### config.mk
export PLATFORM = sky130hd
export DESIGN_NAME = gpio_port_config
export DESIGN_NICKNAME = d
export VERILOG_FILES = /design/src/verilog/gpio_pkg.sv /design/src/verilog/pin_bank_if.sv /design/src/verilog/pin_drive.sv /design/src/verilog/gpio_port_config.sv
export VERILOG_INCLUDE_DIRS = /design/src /design/src/verilog
export SDC_FILE = /design/constraint.sdc
export NUM_CORES = 1
export LEC_CHECK = 0
export ABC_AREA = 1
export BUFFER_PORTS_ARGS = -buffer_cell sky130_fd_sc_hd__clkbuf_2
export CORE_ASPECT_RATIO = 0.7
export CORE_UTILIZATION = 44
export DETAILED_ROUTE_END_ITERATION = 6
export PLACE_DENSITY = 0.7
export RECOVER_POWER = 100
export SETUP_SLACK_MARGIN = 0.4
export SLEW_MARGIN = 20
export SYNTH_ARGS = -nofsm -noshare
export SYNTH_HDL_FRONTEND = slang
export SYNTH_SLANG_ARGS = --single-unit
### constraint.sdc
create_clock -name CLK -period 1.26 [get_ports CLK]
set_clock_uncertainty 0.05 [all_clocks]
set_input_delay 0 -clock CLK [delete_from_list [all_inputs] [get_ports CLK]]
set_output_delay 0 -clock CLK [all_outputs]
set_load 0.01 [all_outputs]
### src/verilog/gpio_defs.svh
`ifndef GPIO_DEFS_SVH
`define GPIO_DEFS_SVH

// Register bus geometry
`define GPIO_ADDR_W 4
`define GPIO_PINS 16
`define GPIO_GROUP_PINS 8

// Register byte addresses
`define GPIO_GROUP_A_OFFSET 4'h0
`define GPIO_GROUP_C_OFFSET 4'h4

// Field positions inside each control register (lsb of an 8-bit field)
`define GPIO_FLD_MODE 24
`define GPIO_FLD_DIR 16
`define GPIO_FLD_SF 8
`define GPIO_FLD_DATA 0

// Byte lane of each field
`define GPIO_LANE_MODE 3
`define GPIO_LANE_DIR 2
`define GPIO_LANE_SF 1
`define GPIO_LANE_DATA 0

// Reset values, group A: every pin a plain input
`define GPIO_A_MODE_RST 8'h00
`define GPIO_A_DIR_RST 8'h00
`define GPIO_A_DATA_RST 8'h00

// Reset values, group C: LED pins 6, 4, 2 outputs, red lit, others dark
`define GPIO_C_MODE_RST 8'h00
`define GPIO_C_DIR_RST 8'h54
`define GPIO_C_SF_RST 8'h00
`define GPIO_C_DATA_RST 8'h14

// Bus answers
`define GPIO_RESP_OKAY 2'b00
`define GPIO_RESP_SLVERR 2'b10

`endif

### src/verilog/gpio_pkg.sv
package gpio_pkg;

    typedef logic [7:0] pin_byte_t;
    typedef logic [15:0] pin_vec_t;

    // How one pin is used, decoded from its three configuration bits
    typedef enum logic [1:0] {
        USE_INPUT,
        USE_OUTPUT,
        USE_PERIPH
    } pin_use_t;

endpackage : gpio_pkg

### src/verilog/pin_bank_if.sv
`timescale 1ns/1ns
`default_nettype none

interface pin_bank_if;
    import gpio_pkg::*;

    pin_vec_t mode;
    pin_vec_t dir;
    pin_vec_t sf;
    pin_vec_t data;
    pin_vec_t periph_out;
    pin_vec_t periph_drive;
    pin_vec_t pin_out;
    pin_vec_t pin_oe_n;

    modport ctrl (
        output mode,
        output dir,
        output sf,
        output data,
        output periph_out,
        output periph_drive,
        input pin_out,
        input pin_oe_n
    );

    modport drive (
        input mode,
        input dir,
        input sf,
        input data,
        input periph_out,
        input periph_drive,
        output pin_out,
        output pin_oe_n
    );
endinterface : pin_bank_if

`default_nettype wire

### src/verilog/pin_drive.sv
`include "gpio_defs.svh"
`timescale 1ns/1ns
`default_nettype none

module pin_drive (
    input wire logic CLK,
    input wire logic RST,
    pin_bank_if.drive bank
);
    import gpio_pkg::*;

    // Three configuration bits to a pin use
    function automatic pin_use_t decode_use(input logic mode, input logic dir, input logic sf);
        if (mode || sf) begin
            decode_use = USE_PERIPH;
        end else if (dir) begin
            decode_use = USE_OUTPUT;
        end else begin
            decode_use = USE_INPUT;
        end
    endfunction : decode_use

    pin_vec_t nxt_out;
    pin_vec_t nxt_oe_n;
    pin_vec_t out_ff;
    pin_vec_t oe_n_ff;

    // Per-pin source of level and enable
    always_comb begin
        nxt_out = '0;
        nxt_oe_n = '1;
        for (int i = 0; i < `GPIO_PINS; i++) begin
            unique case (decode_use(bank.mode[i], bank.dir[i], bank.sf[i]))
                // plain input
                USE_INPUT: begin
                    nxt_out[i] = 1'b0;
                    nxt_oe_n[i] = 1'b1;
                end
                // plain output
                // data drives pin
                USE_OUTPUT: begin
                    nxt_out[i] = bank.data[i];
                    nxt_oe_n[i] = 1'b0;
                end
                // peripheral owns pin
                USE_PERIPH: begin
                    nxt_out[i] = bank.periph_out[i];
                    nxt_oe_n[i] = ~bank.periph_drive[i];
                end
                default: begin
                    nxt_out[i] = 1'b0;
                    nxt_oe_n[i] = 1'b1;
                end
            endcase
        end
    end

    // Registered pad drive; released to input while in reset
    always_ff @(posedge CLK) begin
        if (RST) begin
            out_ff <= '0;
            oe_n_ff <= '1;
        end else begin
            out_ff <= nxt_out;
            oe_n_ff <= nxt_oe_n;
        end
    end

    assign bank.pin_out = out_ff;
    assign bank.pin_oe_n = oe_n_ff;
endmodule : pin_drive

`default_nettype wire

### src/verilog/gpio_port_config.sv
// Function
// Sixteen pins controlled through two registers of eight pins each.
// Each pin has mode, direction, special function and data bits. Group A pins have no special function bit; it is fixed at zero.
// Reading a data bit returns the present pin level.
// Writing a data bit sets the level driven on an output pin.
// Mode, direction and special function all zero make a plain input.
// Mode zero, direction one, special function zero make a plain output.
// Software should read-modify-write the whole word to change one pin.
// Software must not reconfigure reserved pins, including group C pins 1-0.
// One of the two shared header pins must stay an input.
// Serial use: upper shared pin drives RTS, lower is plain input.
// SPI use: upper shared pin plain input, lower delivers SPI clock.
// LED pins must stay outputs.
// LEDs light when their pin is driven low.
// Red LED pin is driven lit by default as power indicator.
// Button pin is configured as plain input.
// Serial pins may be switched to plain input or output.
// Button line reads high when released, low when pressed.
// Nonzero mode or special function hands the pin to its peripheral.
//
// The register addresses and the AXI4-Lite interface to the registers were chosen for this implementation.
`include "gpio_defs.svh"
`timescale 1ns/1ns
`default_nettype none

module gpio_port_config (
    input wire logic CLK,
    input wire logic RST,
    input wire logic [`GPIO_ADDR_W-1:0] S_AXI_AWADDR,
    input wire logic S_AXI_AWVALID,
    output logic S_AXI_AWREADY,
    input wire logic [31:0] S_AXI_WDATA,
    input wire logic [3:0] S_AXI_WSTRB,
    input wire logic S_AXI_WVALID,
    output logic S_AXI_WREADY,
    output logic [1:0] S_AXI_BRESP,
    output logic S_AXI_BVALID,
    input wire logic S_AXI_BREADY,
    input wire logic [`GPIO_ADDR_W-1:0] S_AXI_ARADDR,
    input wire logic S_AXI_ARVALID,
    output logic S_AXI_ARREADY,
    output logic [31:0] S_AXI_RDATA,
    output logic [1:0] S_AXI_RRESP,
    output logic S_AXI_RVALID,
    input wire logic S_AXI_RREADY,
    input wire gpio_pkg::pin_vec_t PIN_IN,
    output gpio_pkg::pin_vec_t PIN_OUT,
    output gpio_pkg::pin_vec_t PIN_OE_N,
    input wire gpio_pkg::pin_vec_t PERIPH_OUT,
    input wire gpio_pkg::pin_vec_t PERIPH_DRIVE,
    output gpio_pkg::pin_vec_t PERIPH_IN
);
    import gpio_pkg::*;

    // Byte-lane merge used for every writable field
    function automatic pin_byte_t merge_lane(input pin_byte_t old, input logic [31:0] wd,
                                             input logic en, input int lsb);
        merge_lane = en ? wd[lsb +: 8] : old;
    endfunction : merge_lane

    // Word address to register select
    function automatic logic [1:0] decode_reg(input logic [`GPIO_ADDR_W-1:0] addr);
        decode_reg = 2'b00;
        if ({addr[`GPIO_ADDR_W-1:2], 2'b00} == `GPIO_GROUP_A_OFFSET) begin
            decode_reg = 2'b01;
        end else if ({addr[`GPIO_ADDR_W-1:2], 2'b00} == `GPIO_GROUP_C_OFFSET) begin
            decode_reg = 2'b10;
        end
    endfunction : decode_reg

    // Bus channel state
    logic awready_ff;
    logic wready_ff;
    logic bvalid_ff;
    logic [1:0] bresp_ff;
    logic arready_ff;
    logic rvalid_ff;
    logic [1:0] rresp_ff;
    logic [31:0] rdata_ff;
    logic aw_got_ff;
    logic w_got_ff;
    logic [`GPIO_ADDR_W-1:0] waddr_ff;
    logic [31:0] wdata_ff;
    logic [3:0] wstrb_ff;

    // Configuration registers; group A has no special-function byte
    pin_byte_t a_mode_ff;
    pin_byte_t a_dir_ff;
    pin_byte_t a_data_ff;
    pin_byte_t c_mode_ff;
    pin_byte_t c_dir_ff;
    pin_byte_t c_sf_ff;
    pin_byte_t c_data_ff;

    // Pin synchronisers
    pin_vec_t pin_meta_ff;
    pin_vec_t pin_sync_ff;
    pin_vec_t periph_in_ff;

    logic aw_fire;
    logic w_fire;
    logic wr_go;
    logic ar_fire;
    logic [1:0] wr_sel;
    logic [1:0] rd_sel;

    assign aw_fire = S_AXI_AWVALID && awready_ff;
    assign w_fire = S_AXI_WVALID && wready_ff;
    assign wr_go = aw_got_ff && w_got_ff && !bvalid_ff;
    assign ar_fire = S_AXI_ARVALID && arready_ff;
    assign wr_sel = decode_reg(waddr_ff);
    assign rd_sel = decode_reg(S_AXI_ARADDR);

    // Write address and data are caught independently, in either order
    always_ff @(posedge CLK) begin
        if (RST) begin
            awready_ff <= 1'b1;
            wready_ff <= 1'b1;
            aw_got_ff <= 1'b0;
            w_got_ff <= 1'b0;
            waddr_ff <= '0;
            wdata_ff <= '0;
            wstrb_ff <= '0;
        end else begin
            if (aw_fire) begin
                awready_ff <= 1'b0;
                aw_got_ff <= 1'b1;
                waddr_ff <= S_AXI_AWADDR;
            end
            if (w_fire) begin
                wready_ff <= 1'b0;
                w_got_ff <= 1'b1;
                wdata_ff <= S_AXI_WDATA;
                wstrb_ff <= S_AXI_WSTRB;
            end
            if (wr_go) begin
                aw_got_ff <= 1'b0;
                w_got_ff <= 1'b0;
            end
            // Ready returns only after the response, so one write at a time
            if (bvalid_ff && S_AXI_BREADY) begin
                awready_ff <= 1'b1;
                wready_ff <= 1'b1;
            end
        end
    end

    // Write response; unmapped words answer SLVERR and change nothing
    always_ff @(posedge CLK) begin
        if (RST) begin
            bvalid_ff <= 1'b0;
            bresp_ff <= `GPIO_RESP_OKAY;
        end else if (wr_go) begin
            bvalid_ff <= 1'b1;
            bresp_ff <= (wr_sel == 2'b00) ? `GPIO_RESP_SLVERR : `GPIO_RESP_OKAY;
        end else if (bvalid_ff && S_AXI_BREADY) begin
            bvalid_ff <= 1'b0;
        end
    end

    // group A register
    // config bytes plus data; group A has no special-function byte
    // red LED lit at reset
    always_ff @(posedge CLK) begin
        if (RST) begin
            a_mode_ff <= `GPIO_A_MODE_RST;
            a_dir_ff <= `GPIO_A_DIR_RST;
            a_data_ff <= `GPIO_A_DATA_RST;
            c_mode_ff <= `GPIO_C_MODE_RST;
            c_dir_ff <= `GPIO_C_DIR_RST;
            c_sf_ff <= `GPIO_C_SF_RST;
            c_data_ff <= `GPIO_C_DATA_RST;
        end else if (wr_go && wr_sel == 2'b01) begin
            a_mode_ff <= merge_lane(a_mode_ff, wdata_ff, wstrb_ff[`GPIO_LANE_MODE], `GPIO_FLD_MODE);
            a_dir_ff <= merge_lane(a_dir_ff, wdata_ff, wstrb_ff[`GPIO_LANE_DIR], `GPIO_FLD_DIR);
            // write output level
            a_data_ff <= merge_lane(a_data_ff, wdata_ff, wstrb_ff[`GPIO_LANE_DATA], `GPIO_FLD_DATA);
        end else if (wr_go && wr_sel == 2'b10) begin
            // group C register
            c_mode_ff <= merge_lane(c_mode_ff, wdata_ff, wstrb_ff[`GPIO_LANE_MODE], `GPIO_FLD_MODE);
            c_dir_ff <= merge_lane(c_dir_ff, wdata_ff, wstrb_ff[`GPIO_LANE_DIR], `GPIO_FLD_DIR);
            c_sf_ff <= merge_lane(c_sf_ff, wdata_ff, wstrb_ff[`GPIO_LANE_SF], `GPIO_FLD_SF);
            c_data_ff <= merge_lane(c_data_ff, wdata_ff, wstrb_ff[`GPIO_LANE_DATA], `GPIO_FLD_DATA);
        end
    end

    // Two-stage synchroniser; the first stage feeds only the second
    always_ff @(posedge CLK) begin
        if (RST) begin
            pin_meta_ff <= '0;
            pin_sync_ff <= '0;
        end else begin
            pin_meta_ff <= PIN_IN;
            pin_sync_ff <= pin_meta_ff;
        end
    end

    // Synchronised levels handed to the peripherals
    always_ff @(posedge CLK) begin
        if (RST) begin
            periph_in_ff <= '0;
        end else begin
            periph_in_ff <= pin_sync_ff;
        end
    end

    // Read channel; data bits show the pin, not the stored output value
    always_ff @(posedge CLK) begin
        if (RST) begin
            arready_ff <= 1'b1;
            rvalid_ff <= 1'b0;
            rresp_ff <= `GPIO_RESP_OKAY;
            rdata_ff <= '0;
        end else if (ar_fire) begin
            arready_ff <= 1'b0;
            rvalid_ff <= 1'b1;
            rresp_ff <= (rd_sel == 2'b00) ? `GPIO_RESP_SLVERR : `GPIO_RESP_OKAY;
            rdata_ff <= '0;
            // data reads pin level
            // button level passes unaltered
            if (rd_sel == 2'b01) begin
                rdata_ff <= {a_mode_ff, a_dir_ff, 8'h00, pin_sync_ff[7:0]};
            end else if (rd_sel == 2'b10) begin
                rdata_ff <= {c_mode_ff, c_dir_ff, c_sf_ff, pin_sync_ff[15:8]};
            end
        end else if (rvalid_ff && S_AXI_RREADY) begin
            rvalid_ff <= 1'b0;
            arready_ff <= 1'b1;
        end
    end

    pin_bank_if bank ();

    // special function only in group C
    assign bank.mode = {c_mode_ff, a_mode_ff};
    assign bank.dir = {c_dir_ff, a_dir_ff};
    assign bank.sf = {c_sf_ff, 8'h00};
    assign bank.data = {c_data_ff, a_data_ff};
    assign bank.periph_out = PERIPH_OUT;
    assign bank.periph_drive = PERIPH_DRIVE;

    // per-pin mux between serial peripheral and plain use
    pin_drive u_drive (
        .CLK(CLK),
        .RST(RST),
        .bank(bank.drive)
    );

    assign PIN_OUT = bank.pin_out;
    assign PIN_OE_N = bank.pin_oe_n;
    assign PERIPH_IN = periph_in_ff;
    assign S_AXI_AWREADY = awready_ff;
    assign S_AXI_WREADY = wready_ff;
    assign S_AXI_BVALID = bvalid_ff;
    assign S_AXI_BRESP = bresp_ff;
    assign S_AXI_ARREADY = arready_ff;
    assign S_AXI_RVALID = rvalid_ff;
    assign S_AXI_RRESP = rresp_ff;
    assign S_AXI_RDATA = rdata_ff;
endmodule : gpio_port_config

`default_nettype wire

==> results of run 1 <==
## kinds of logic after synthesis
family / synth area share
AND/OR/NAND/NOR: 0.2512
AO/OA/AOI/OAI: 0.09892
buffers and inverters: 0.1323
other: 0.0004506
flip-flops: 0.5171
## per-stage QoR
stage	hold WS, ns	power (mW)	worst slack [ns]	utilization
floorplan	0.05035	8.151	0.1180	-
global placement	0.1378	8.592	0.03286	0.5271
detailed placement	0.1402	8.617	-0.02291	0.5271
CTS	-0.1771	15.94	-0.009193	0.6948
global route	-0.04367	16.73	-0.1421	0.7456
finish	-0.05524	16.21	-0.1055	0.7456
## state kept, by name, summed over array words and instances, names as in the netlist, 8 cells and up
name                   count
c_data_ff                  8
c_mode_ff                  8
u_drive.bank.pin_oe_n     16
u_drive.bank.pin_out      16
a_mode_ff                  8
a_dir_ff                   8
wdata_ff                  32
S_AXI_RDATA               32
PERIPH_IN                 16
c_dir_ff                   8
c_sf_ff                    8
pin_sync_ff               16
pin_meta_ff               16
a_data_ff                  8
## critical path, cell delays in order (launching register included)
cell                        delay (ns)
sky130_fd_sc_hd__dfxtp_2          0.34
sky130_fd_sc_hd__nand2_2          0.07
sky130_fd_sc_hd__nor2_4           0.11
sky130_fd_sc_hd__buf_12           0.14
sky130_fd_sc_hd__buf_8            0.14
sky130_fd_sc_hd__clkbuf_16        0.14
sky130_fd_sc_hd__nand4_1          0.09
sky130_fd_sc_hd__nand2_1          0.12
sky130_fd_sc_hd__nor2_1           0.05
## synth_stat cells
cell type	number	area (um2)
sky130_fd_sc_hd__conb_1	1	3.750
sky130_fd_sc_hd__nand3_4	7	122.6
sky130_fd_sc_hd__nor2_8	1	20.02
sky130_fd_sc_hd__nand4_1	56	350.3
sky130_fd_sc_hd__nor2_4	3	33.78
sky130_fd_sc_hd__nor2_2	1	6.260
sky130_fd_sc_hd__buf_4	5	37.54
sky130_fd_sc_hd__dfxtp_1	215	4304
sky130_fd_sc_hd__o21ai_1	1	5.000
sky130_fd_sc_hd__nand2_1	222	833.3
sky130_fd_sc_hd__a21oi_1	82	410.4
sky130_fd_sc_hd__o211ai_1	8	60.06
sky130_fd_sc_hd__nor2_1	139	521.8
sky130_fd_sc_hd__buf_6	10	112.6
sky130_fd_sc_hd__clkbuf_1	12	45.04
sky130_fd_sc_hd__nor3_2	1	10.01
sky130_fd_sc_hd__buf_1	2	7.510
sky130_fd_sc_hd__o21ai_0	68	340.3
sky130_fd_sc_hd__a211oi_1	1	7.510
sky130_fd_sc_hd__nand3_1	36	180.2
sky130_fd_sc_hd__inv_1	194	728.2
sky130_fd_sc_hd__buf_2	31	155.2
sky130_fd_sc_hd__nand2_2	2	12.51
sky130_fd_sc_hd__inv_2	4	15.01
## power groups by stage
stage	Clock [mW]	Sequential, mW	Combinational (mW)
2_1_floorplan	0	7.29	0.856
3_3_place_gp	0	7.30	1.30
3_5_place_dp	0	7.30	1.31
4_1_cts	6.72	7.16	2.06
5_1_grt	7.06	7.18	2.49
6_report	6.68	7.17	2.35
## repair_timing
action,in CTS,in global routing
cloned,15,5
pin swaps,70,61
endpoints found under the setup margin,240,250
buffers inserted,29,21
endpoints found under the hold margin,150,47
resized for setup,262,334
## area by class of cell
class                           instances  area, um2  area share
Inverter                              198      764.5     0.05614
Clock inverter                          6      80.08    0.005881
Timing Repair inverter                  3      43.79    0.003216
Multi-Input combinational cell        632       3857      0.2833
Tap cell                              236      295.3     0.02169
Clock buffer                           31      655.6     0.04815
Sequential cell                       215       4436      0.3257
Timing Repair Buffer                  363       3485      0.2559
## worst paths after layout
| path | startpoint | to | slack (ns) | cells after the start |
|---|---|---|---|---|
| worst min-delay path | S_AXI_WVALID | S_AXI_WREADY$_SDFFE_PP1P_ | -0.06 | 4 |
| worst min register to register | pin_meta_ff[2]$_SDFF_PP0_ | pin_sync_ff[2]$_SDFF_PP0_ | 0.35 | 2 |
| worst max register to register | aw_got_ff$_SDFFE_PP0P_ | c_mode_ff[5]$_SDFFE_PP0P_ | -0.11 | 8 |
| worst max-delay path | aw_got_ff$_SDFFE_PP0P_ | c_mode_ff[5]$_SDFFE_PP0P_ | -0.11 | 8 |
## per-layer routing
layer / vias to the layer above / wire [um] / track usage
met5: - / 0 / 0
li1: 4098 / - / -
met3: 84 / 2505 / 0.05952
met1: 4059 / 12410 / 0.3688
met2: 436 / 14720 / 0.4801
met4: 0 / 926 / 0.08704
==> impl_results.rst, run 1 <==
.. list-table::
   :header-rows: 1

   * - Metric
     - Value
   * - Number of max-slew violations in the final report
     - 0
   * - Weighted congestion at the end of routability-driven global placement
     - approximately 0.88
   * - Critical path class
     - reg2reg
   * - Setup crit end kind
     - flip-flop
   * - Die height
     - around 120 um
   * - Share of total power in sequential cells
     - 0.442
   * - Final setup TNS
     - -1.854 ns
   * - Proportion of power drawn by combinational gates
     - 0.145
   * - IO Pins
     - ~190
   * - Filler cell count
     - roughly 1200
   * - DP Wirelength
     - about 16000 um
   * - Share of cells above drive strength 1
     - 0.4054
   * - Count of final setup violators
     - a little over 70
   * - Power Dens Cells
     - around 1200 mW/mm2
   * - Effective utilization at floorplan
     - 0.4557
   * - Clock root buffer
     - sky130_fd_sc_hd__clkbuf_16
   * - Routed via count divided by cell count
     - 5.153
   * - Switching power total
     - about 4.1 mW
   * - Violated checks
     - design-rule violations, negative hold slack, negative setup slack
   * - Per-instance average area after synthesis
     - between 7 and 8 um2
   * - Horizontal extent of the die
     - around 170 um
   * - Syn. warnings
     - 0
   * - Routed wire length
     - a little over 30000 um
   * - Number of different library cells in the post-synthesis netlist
     - 24
   * - Max Fanout on Critical Path
     - 5
   * - Final period demand of the worst path
     - ~1.4 ns
   * - Count of endpoints failing hold in the final timing report
     - 68
   * - Final routed wire length divided by cell count
     - 18.15 um
   * - Total inserted antenna cells
     - 0
   * - Final worst path period share
     - 1.084
   * - Number of input and output port buffers inserted
     - ~180
   * - Remaining number of nets flagged by the antenna check after routing
     - 0
   * - Num CTS Buffers
     - 22
   * - Result of the run
     - complete, but fails checks
   * - Clock buffer depth
     - 3
   * - Design internal power
     - between 10 and 15 mW
   * - Sequential share of the synthesized area
     - 0.5171
   * - Placed Cells
     - around 1500
   * - Die Footprint
     - 0.01948 mm2
   * - Flop and latch count out of synthesis
     - 215
   * - Worst EP required
     - about 1.6 ns
   * - Htree depth
     - 1
   * - Max-cap violation count
     - 0
   * - Leakage
     - between 6 and 7 nW
   * - Sw Ratio
     - 0.2520
   * - Global route total overflow
     - 0
   * - CTS clk-pin slew, worst paths
     - ~0.06 ns
   * - Area added between synthesis and finish
     - 63.60%
   * - Mapped cell area
     - ~0.0083 mm2
   * - Clock Sink Count
     - 215
   * - Largest net degree at the start of global routing
     - 62
   * - Worst voltage drop across the vdd grid
     - just under 0.8 mV
   * - Setup repair after global routing missed its margin
     - true
   * - Initial antenna violation count
     - 0
   * - Clk network pwr share
     - 0.412
   * - Placed Area
     - 0.009625 mm2
   * - Number of cell rows
     - 41
   * - Clk_lat worst skew
     - around 0.51 ns
   * - Post-synthesis cell count
     - 1102
   * - Number of DRC violations after detailed-routing iteration 0
     - 760
   * - Upper clock frequency limit
     - 0.7323 GHz
   * - Most frequent cells in the layout
     - sky130_fd_sc_hd__inv_1 (178), sky130_fd_sc_hd__nand2_1 (155), sky130_fd_sc_hd__dfxtp_1 (134), sky130_fd_sc_hd__nor2_1 (118), sky130_fd_sc_hd__clkbuf_2 (98)
   * - All-layer global routing usage
     - 0.2838
   * - Worst hold path class
     - in2reg
   * - Element type at the critical path start
     - flip-flop
   * - Arrival time at the worst endpoint
     - 1.72 ns
   * - Post-detailed-route DRC marker count
     - 9
   * - Nets@finish
     - roughly 1500
   * - Setup slack after layout
     - -0.1055 ns
   * - CTS tree
     - yes
   * - Total number of vias
     - 8677
   * - Most common cell after layout, fill and taps aside
     - sky130_fd_sc_hd__inv_1
   * - Number of standard cells in the layout, taps in and fillers out
     - 1684
   * - Global-route wire length before repair
     - roughly 43000 um
   * - First-pass iteration count of the detailed router
     - 7
   * - Number of global-route vias before repair
     - around 8300
   * - Worst hold slack after final layout
     - -0.05524 ns
   * - CORE AREA
     - roughly 0.018 mm2
   * - Final cell area excluding filler cells
     - between 0.01 and 0.015 mm2
   * - Quantity of hold-fixing buffers added after cts
     - 91
No activity file was read; power rests on OpenSTA's default activity.
==> run 2, diff against run 1 <==
Settings changed: RECOVER_POWER 100 to 50.
==> run 2 against run 1 <==
The flow still finishes with violations (design-rule violations, negative hold slack, negative setup slack). Clock-buffer cell count did not move. Global-route usage is the same. Routed wire length increased by 0.28%. Worst hold slack worse by 0.081 ns. Sequential share of layout area fell by 0.32 points. Largest cell class unchanged.
==> impl_results.rst, run 2 (synthesis results as in run 1) <==
.. list-table::
   :header-rows: 1

   * - Metric
     - Value
   * - Total inserted antenna cells
     - 0
   * - Global route total overflow
     - 0
   * - Largest stage delay on the critical path
     - 0.34 ns
   * - Number of global-route vias before repair
     - a little over 8000
   * - Worst hold slack after final layout
     - -0.1366 ns
   * - Overall Power
     - 16.33 mW
   * - Worst EP required
     - approximately 1.6 ns
   * - Clock root buffer
     - sky130_fd_sc_hd__clkbuf_16
   * - Post-detailed-route DRC marker count
     - 9
   * - Clock buffer depth
     - 3
   * - Routed wire length
     - roughly 31000 um
   * - Final routed wire length divided by cell count
     - ~18 um
   * - Top Metal Used
     - met4
   * - Arrival time at the worst endpoint
     - 1.72 ns
   * - Number of cell rows
     - 41
   * - CTS clk-pin slew, worst paths
     - roughly 0.06 ns
   * - Count of buffer and inverter cells on the critical path
     - 3
   * - Routed via count divided by cell count
     - around 5.2
   * - Count of endpoints failing hold in the final timing report
     - 68
   * - Area added between synthesis and finish
     - 66.28%
   * - Initial antenna violation count
     - 0
   * - Met2 wire length
     - 14700 um
   * - Most frequent cells in the layout
     - sky130_fd_sc_hd__inv_1 (178), sky130_fd_sc_hd__nand2_1 (155), sky130_fd_sc_hd__dfxtp_1 (121), sky130_fd_sc_hd__nor2_1 (118), sky130_fd_sc_hd__clkbuf_2 (93)
   * - CORE AREA
     - approximately 0.018 mm2
   * - Kind of cell adding the most delay to the critical path
     - simple AND/OR/NAND/NOR gates
   * - Max Fanout on Critical Path
     - 5
   * - Number of DRC violations after detailed-routing iteration 0
     - 806
   * - Pre-CTS worst setup slack
     - -0.02291 ns
   * - Clk_lat worst skew
     - between 0.5 and 0.6 ns
   * - Violated checks
     - design-rule violations, negative hold slack, negative setup slack
   * - IO Pins
     - 188
   * - Routed met3 length
     - about 2600 um
   * - First-pass iteration count of the detailed router
     - 7
   * - Setup crit end kind
     - flip-flop
   * - Setup repair after global routing missed its margin
     - true
   * - Leakage
     - between 6 and 7 nW
   * - Placed Area
     - ~0.0096 mm2
   * - Element type at the critical path start
     - flip-flop
   * - Ordered cell list for the critical path
     - nand2_2 > nor2_4 > buf_12 > buf_8 > clkbuf_16 > nand4_1 > nand2_1 > nor2_1
   * - Die Footprint
     - a little under 0.02 mm2
   * - Routed length on met1
     - between 10000 and 15000 um
   * - Share of cells above drive strength 1
     - 0.4220
   * - Critical path class
     - reg2reg
   * - Final worst path period share
     - 1.087
   * - Max-cap violation count
     - 0
   * - Weighted congestion at the end of routability-driven global placement
     - between 0.8 and 0.9
   * - All-layer global routing usage
     - 0.2838
   * - Number of max-slew violations in the final report
     - 0
   * - Most common cell after layout, fill and taps aside
     - sky130_fd_sc_hd__inv_1
   * - Num CTS Buffers
     - 22
   * - Effective utilization at floorplan
     - 0.4557
   * - Power Dens Cells
     - approximately 1200 mW/mm2
   * - Quantity of hold-fixing buffers added after cts
     - 91
   * - Nets@finish
     - approximately 1500
   * - Setup slack after layout
     - -0.1093 ns
   * - Final cell area excluding filler cells
     - roughly 0.014 mm2
   * - Upper clock frequency limit
     - about 0.73 GHz
   * - Library cell contributing the largest single delay on the critical path
     - sky130_fd_sc_hd__dfxtp_2
   * - Worst voltage drop across the vdd grid
     - just over 0.8 mV
   * - DP Wirelength
     - 16340 um
   * - Clock Sink Count
     - around 220
   * - Result of the run
     - complete, but fails checks
   * - Worst hold path class
     - in2reg
   * - Filler cell count
     - around 1100
   * - Final period demand of the worst path
     - 1.369 ns
   * - Global-route wire length before repair
     - between 40000 and 50000 um
   * - CTS tree
     - yes
   * - Count of final setup violators
     - 45
   * - Number of input and output port buffers inserted
     - approximately 180
   * - Horizontal extent of the die
     - 166.4 um
   * - Remaining number of nets flagged by the antenna check after routing
     - 0
   * - Total number of vias
     - approximately 9000
   * - Die height
     - 117.1 um
   * - Htree depth
     - 1
   * - Largest net degree at the start of global routing
     - 62
run 2: cell count changes in the layout (fill, tap and decap cells not counted), sizes merged:
cell and change:
buf +13, clkbuf -13, clkinv +2, inv -2
run 2: area by class of cell:
cell class / count / area, um2 / area share
timing repair buffer: 363 / 3608 / 0.2607
timing repair inverter: 3 / 48.80 / 0.003526
inverter: 198 / 772.0 / 0.05578
sequential: 215 / 4464 / 0.3226
multi-input combinational: 632 / 3915 / 0.2829
clock buffer: 31 / 655.6 / 0.04737
tap: 236 / 295.3 / 0.02134
clock inverter: 6 / 80.08 / 0.005786
run 2: path summary, 6_finish.rpt:
check / from / endpoint / slack [ns] / cells after the start
worst max-delay path: aw_got_ff$_SDFFE_PP0P_ / c_mode_ff[5]$_SDFFE_PP0P_ / -0.11 / 8
worst min-delay path: S_AXI_ARVALID / S_AXI_RDATA[17]$_SDFFE_PP0P_ / -0.14 / 4
worst max register to register: aw_got_ff$_SDFFE_PP0P_ / c_mode_ff[5]$_SDFFE_PP0P_ / -0.11 / 8
worst min register to register: pin_meta_ff[2]$_SDFF_PP0_ / pin_sync_ff[2]$_SDFF_PP0_ / 0.35 / 2
run 2: repair_timing:
action | 4_1_cts | 5_1_grt
endpoints found under the setup margin | 240 | 250
cloned | 15 | 5
resized for setup | 262 | 334
setup buffers | 29 | 21
hold endpoints to repair | 150 | 47
pin swaps | 70 | 61
run 2: worst reg2reg max path: cells and delay by family (launching register included):
kind	cells	cell delay [ns]
buffers and inverters	3	0.42
and+or+nand+nor	5	0.46
DFF	1	0.34
run 2: power breakdown:
group          switching, mW  total (mW)  internal, mW
registers              0.153        7.17          7.02
logic                   1.29        2.46          1.17
clock network           2.68        6.69          4.01
total                   4.13        16.3          12.2
run 2: metrics by stage:
step	util	instances	TNS (ns)
floorplan	-	1103	0
global placement	0.5271	1486	0
detailed placement	0.5271	1486	-0.08555
CTS	0.6948	1658	-0.06684
global route	0.7578	1684	-5.239
finish	0.7578	1684	-1.224
run 2: metal layers:
metal | vias up | global-route usage
li1 | 4110 | -
met1 | 4113 | 0.3688
met2 | 427 | 0.4801
met3 | 94 | 0.05952
met4 | 0 | 0.08704
met5 | - | 0
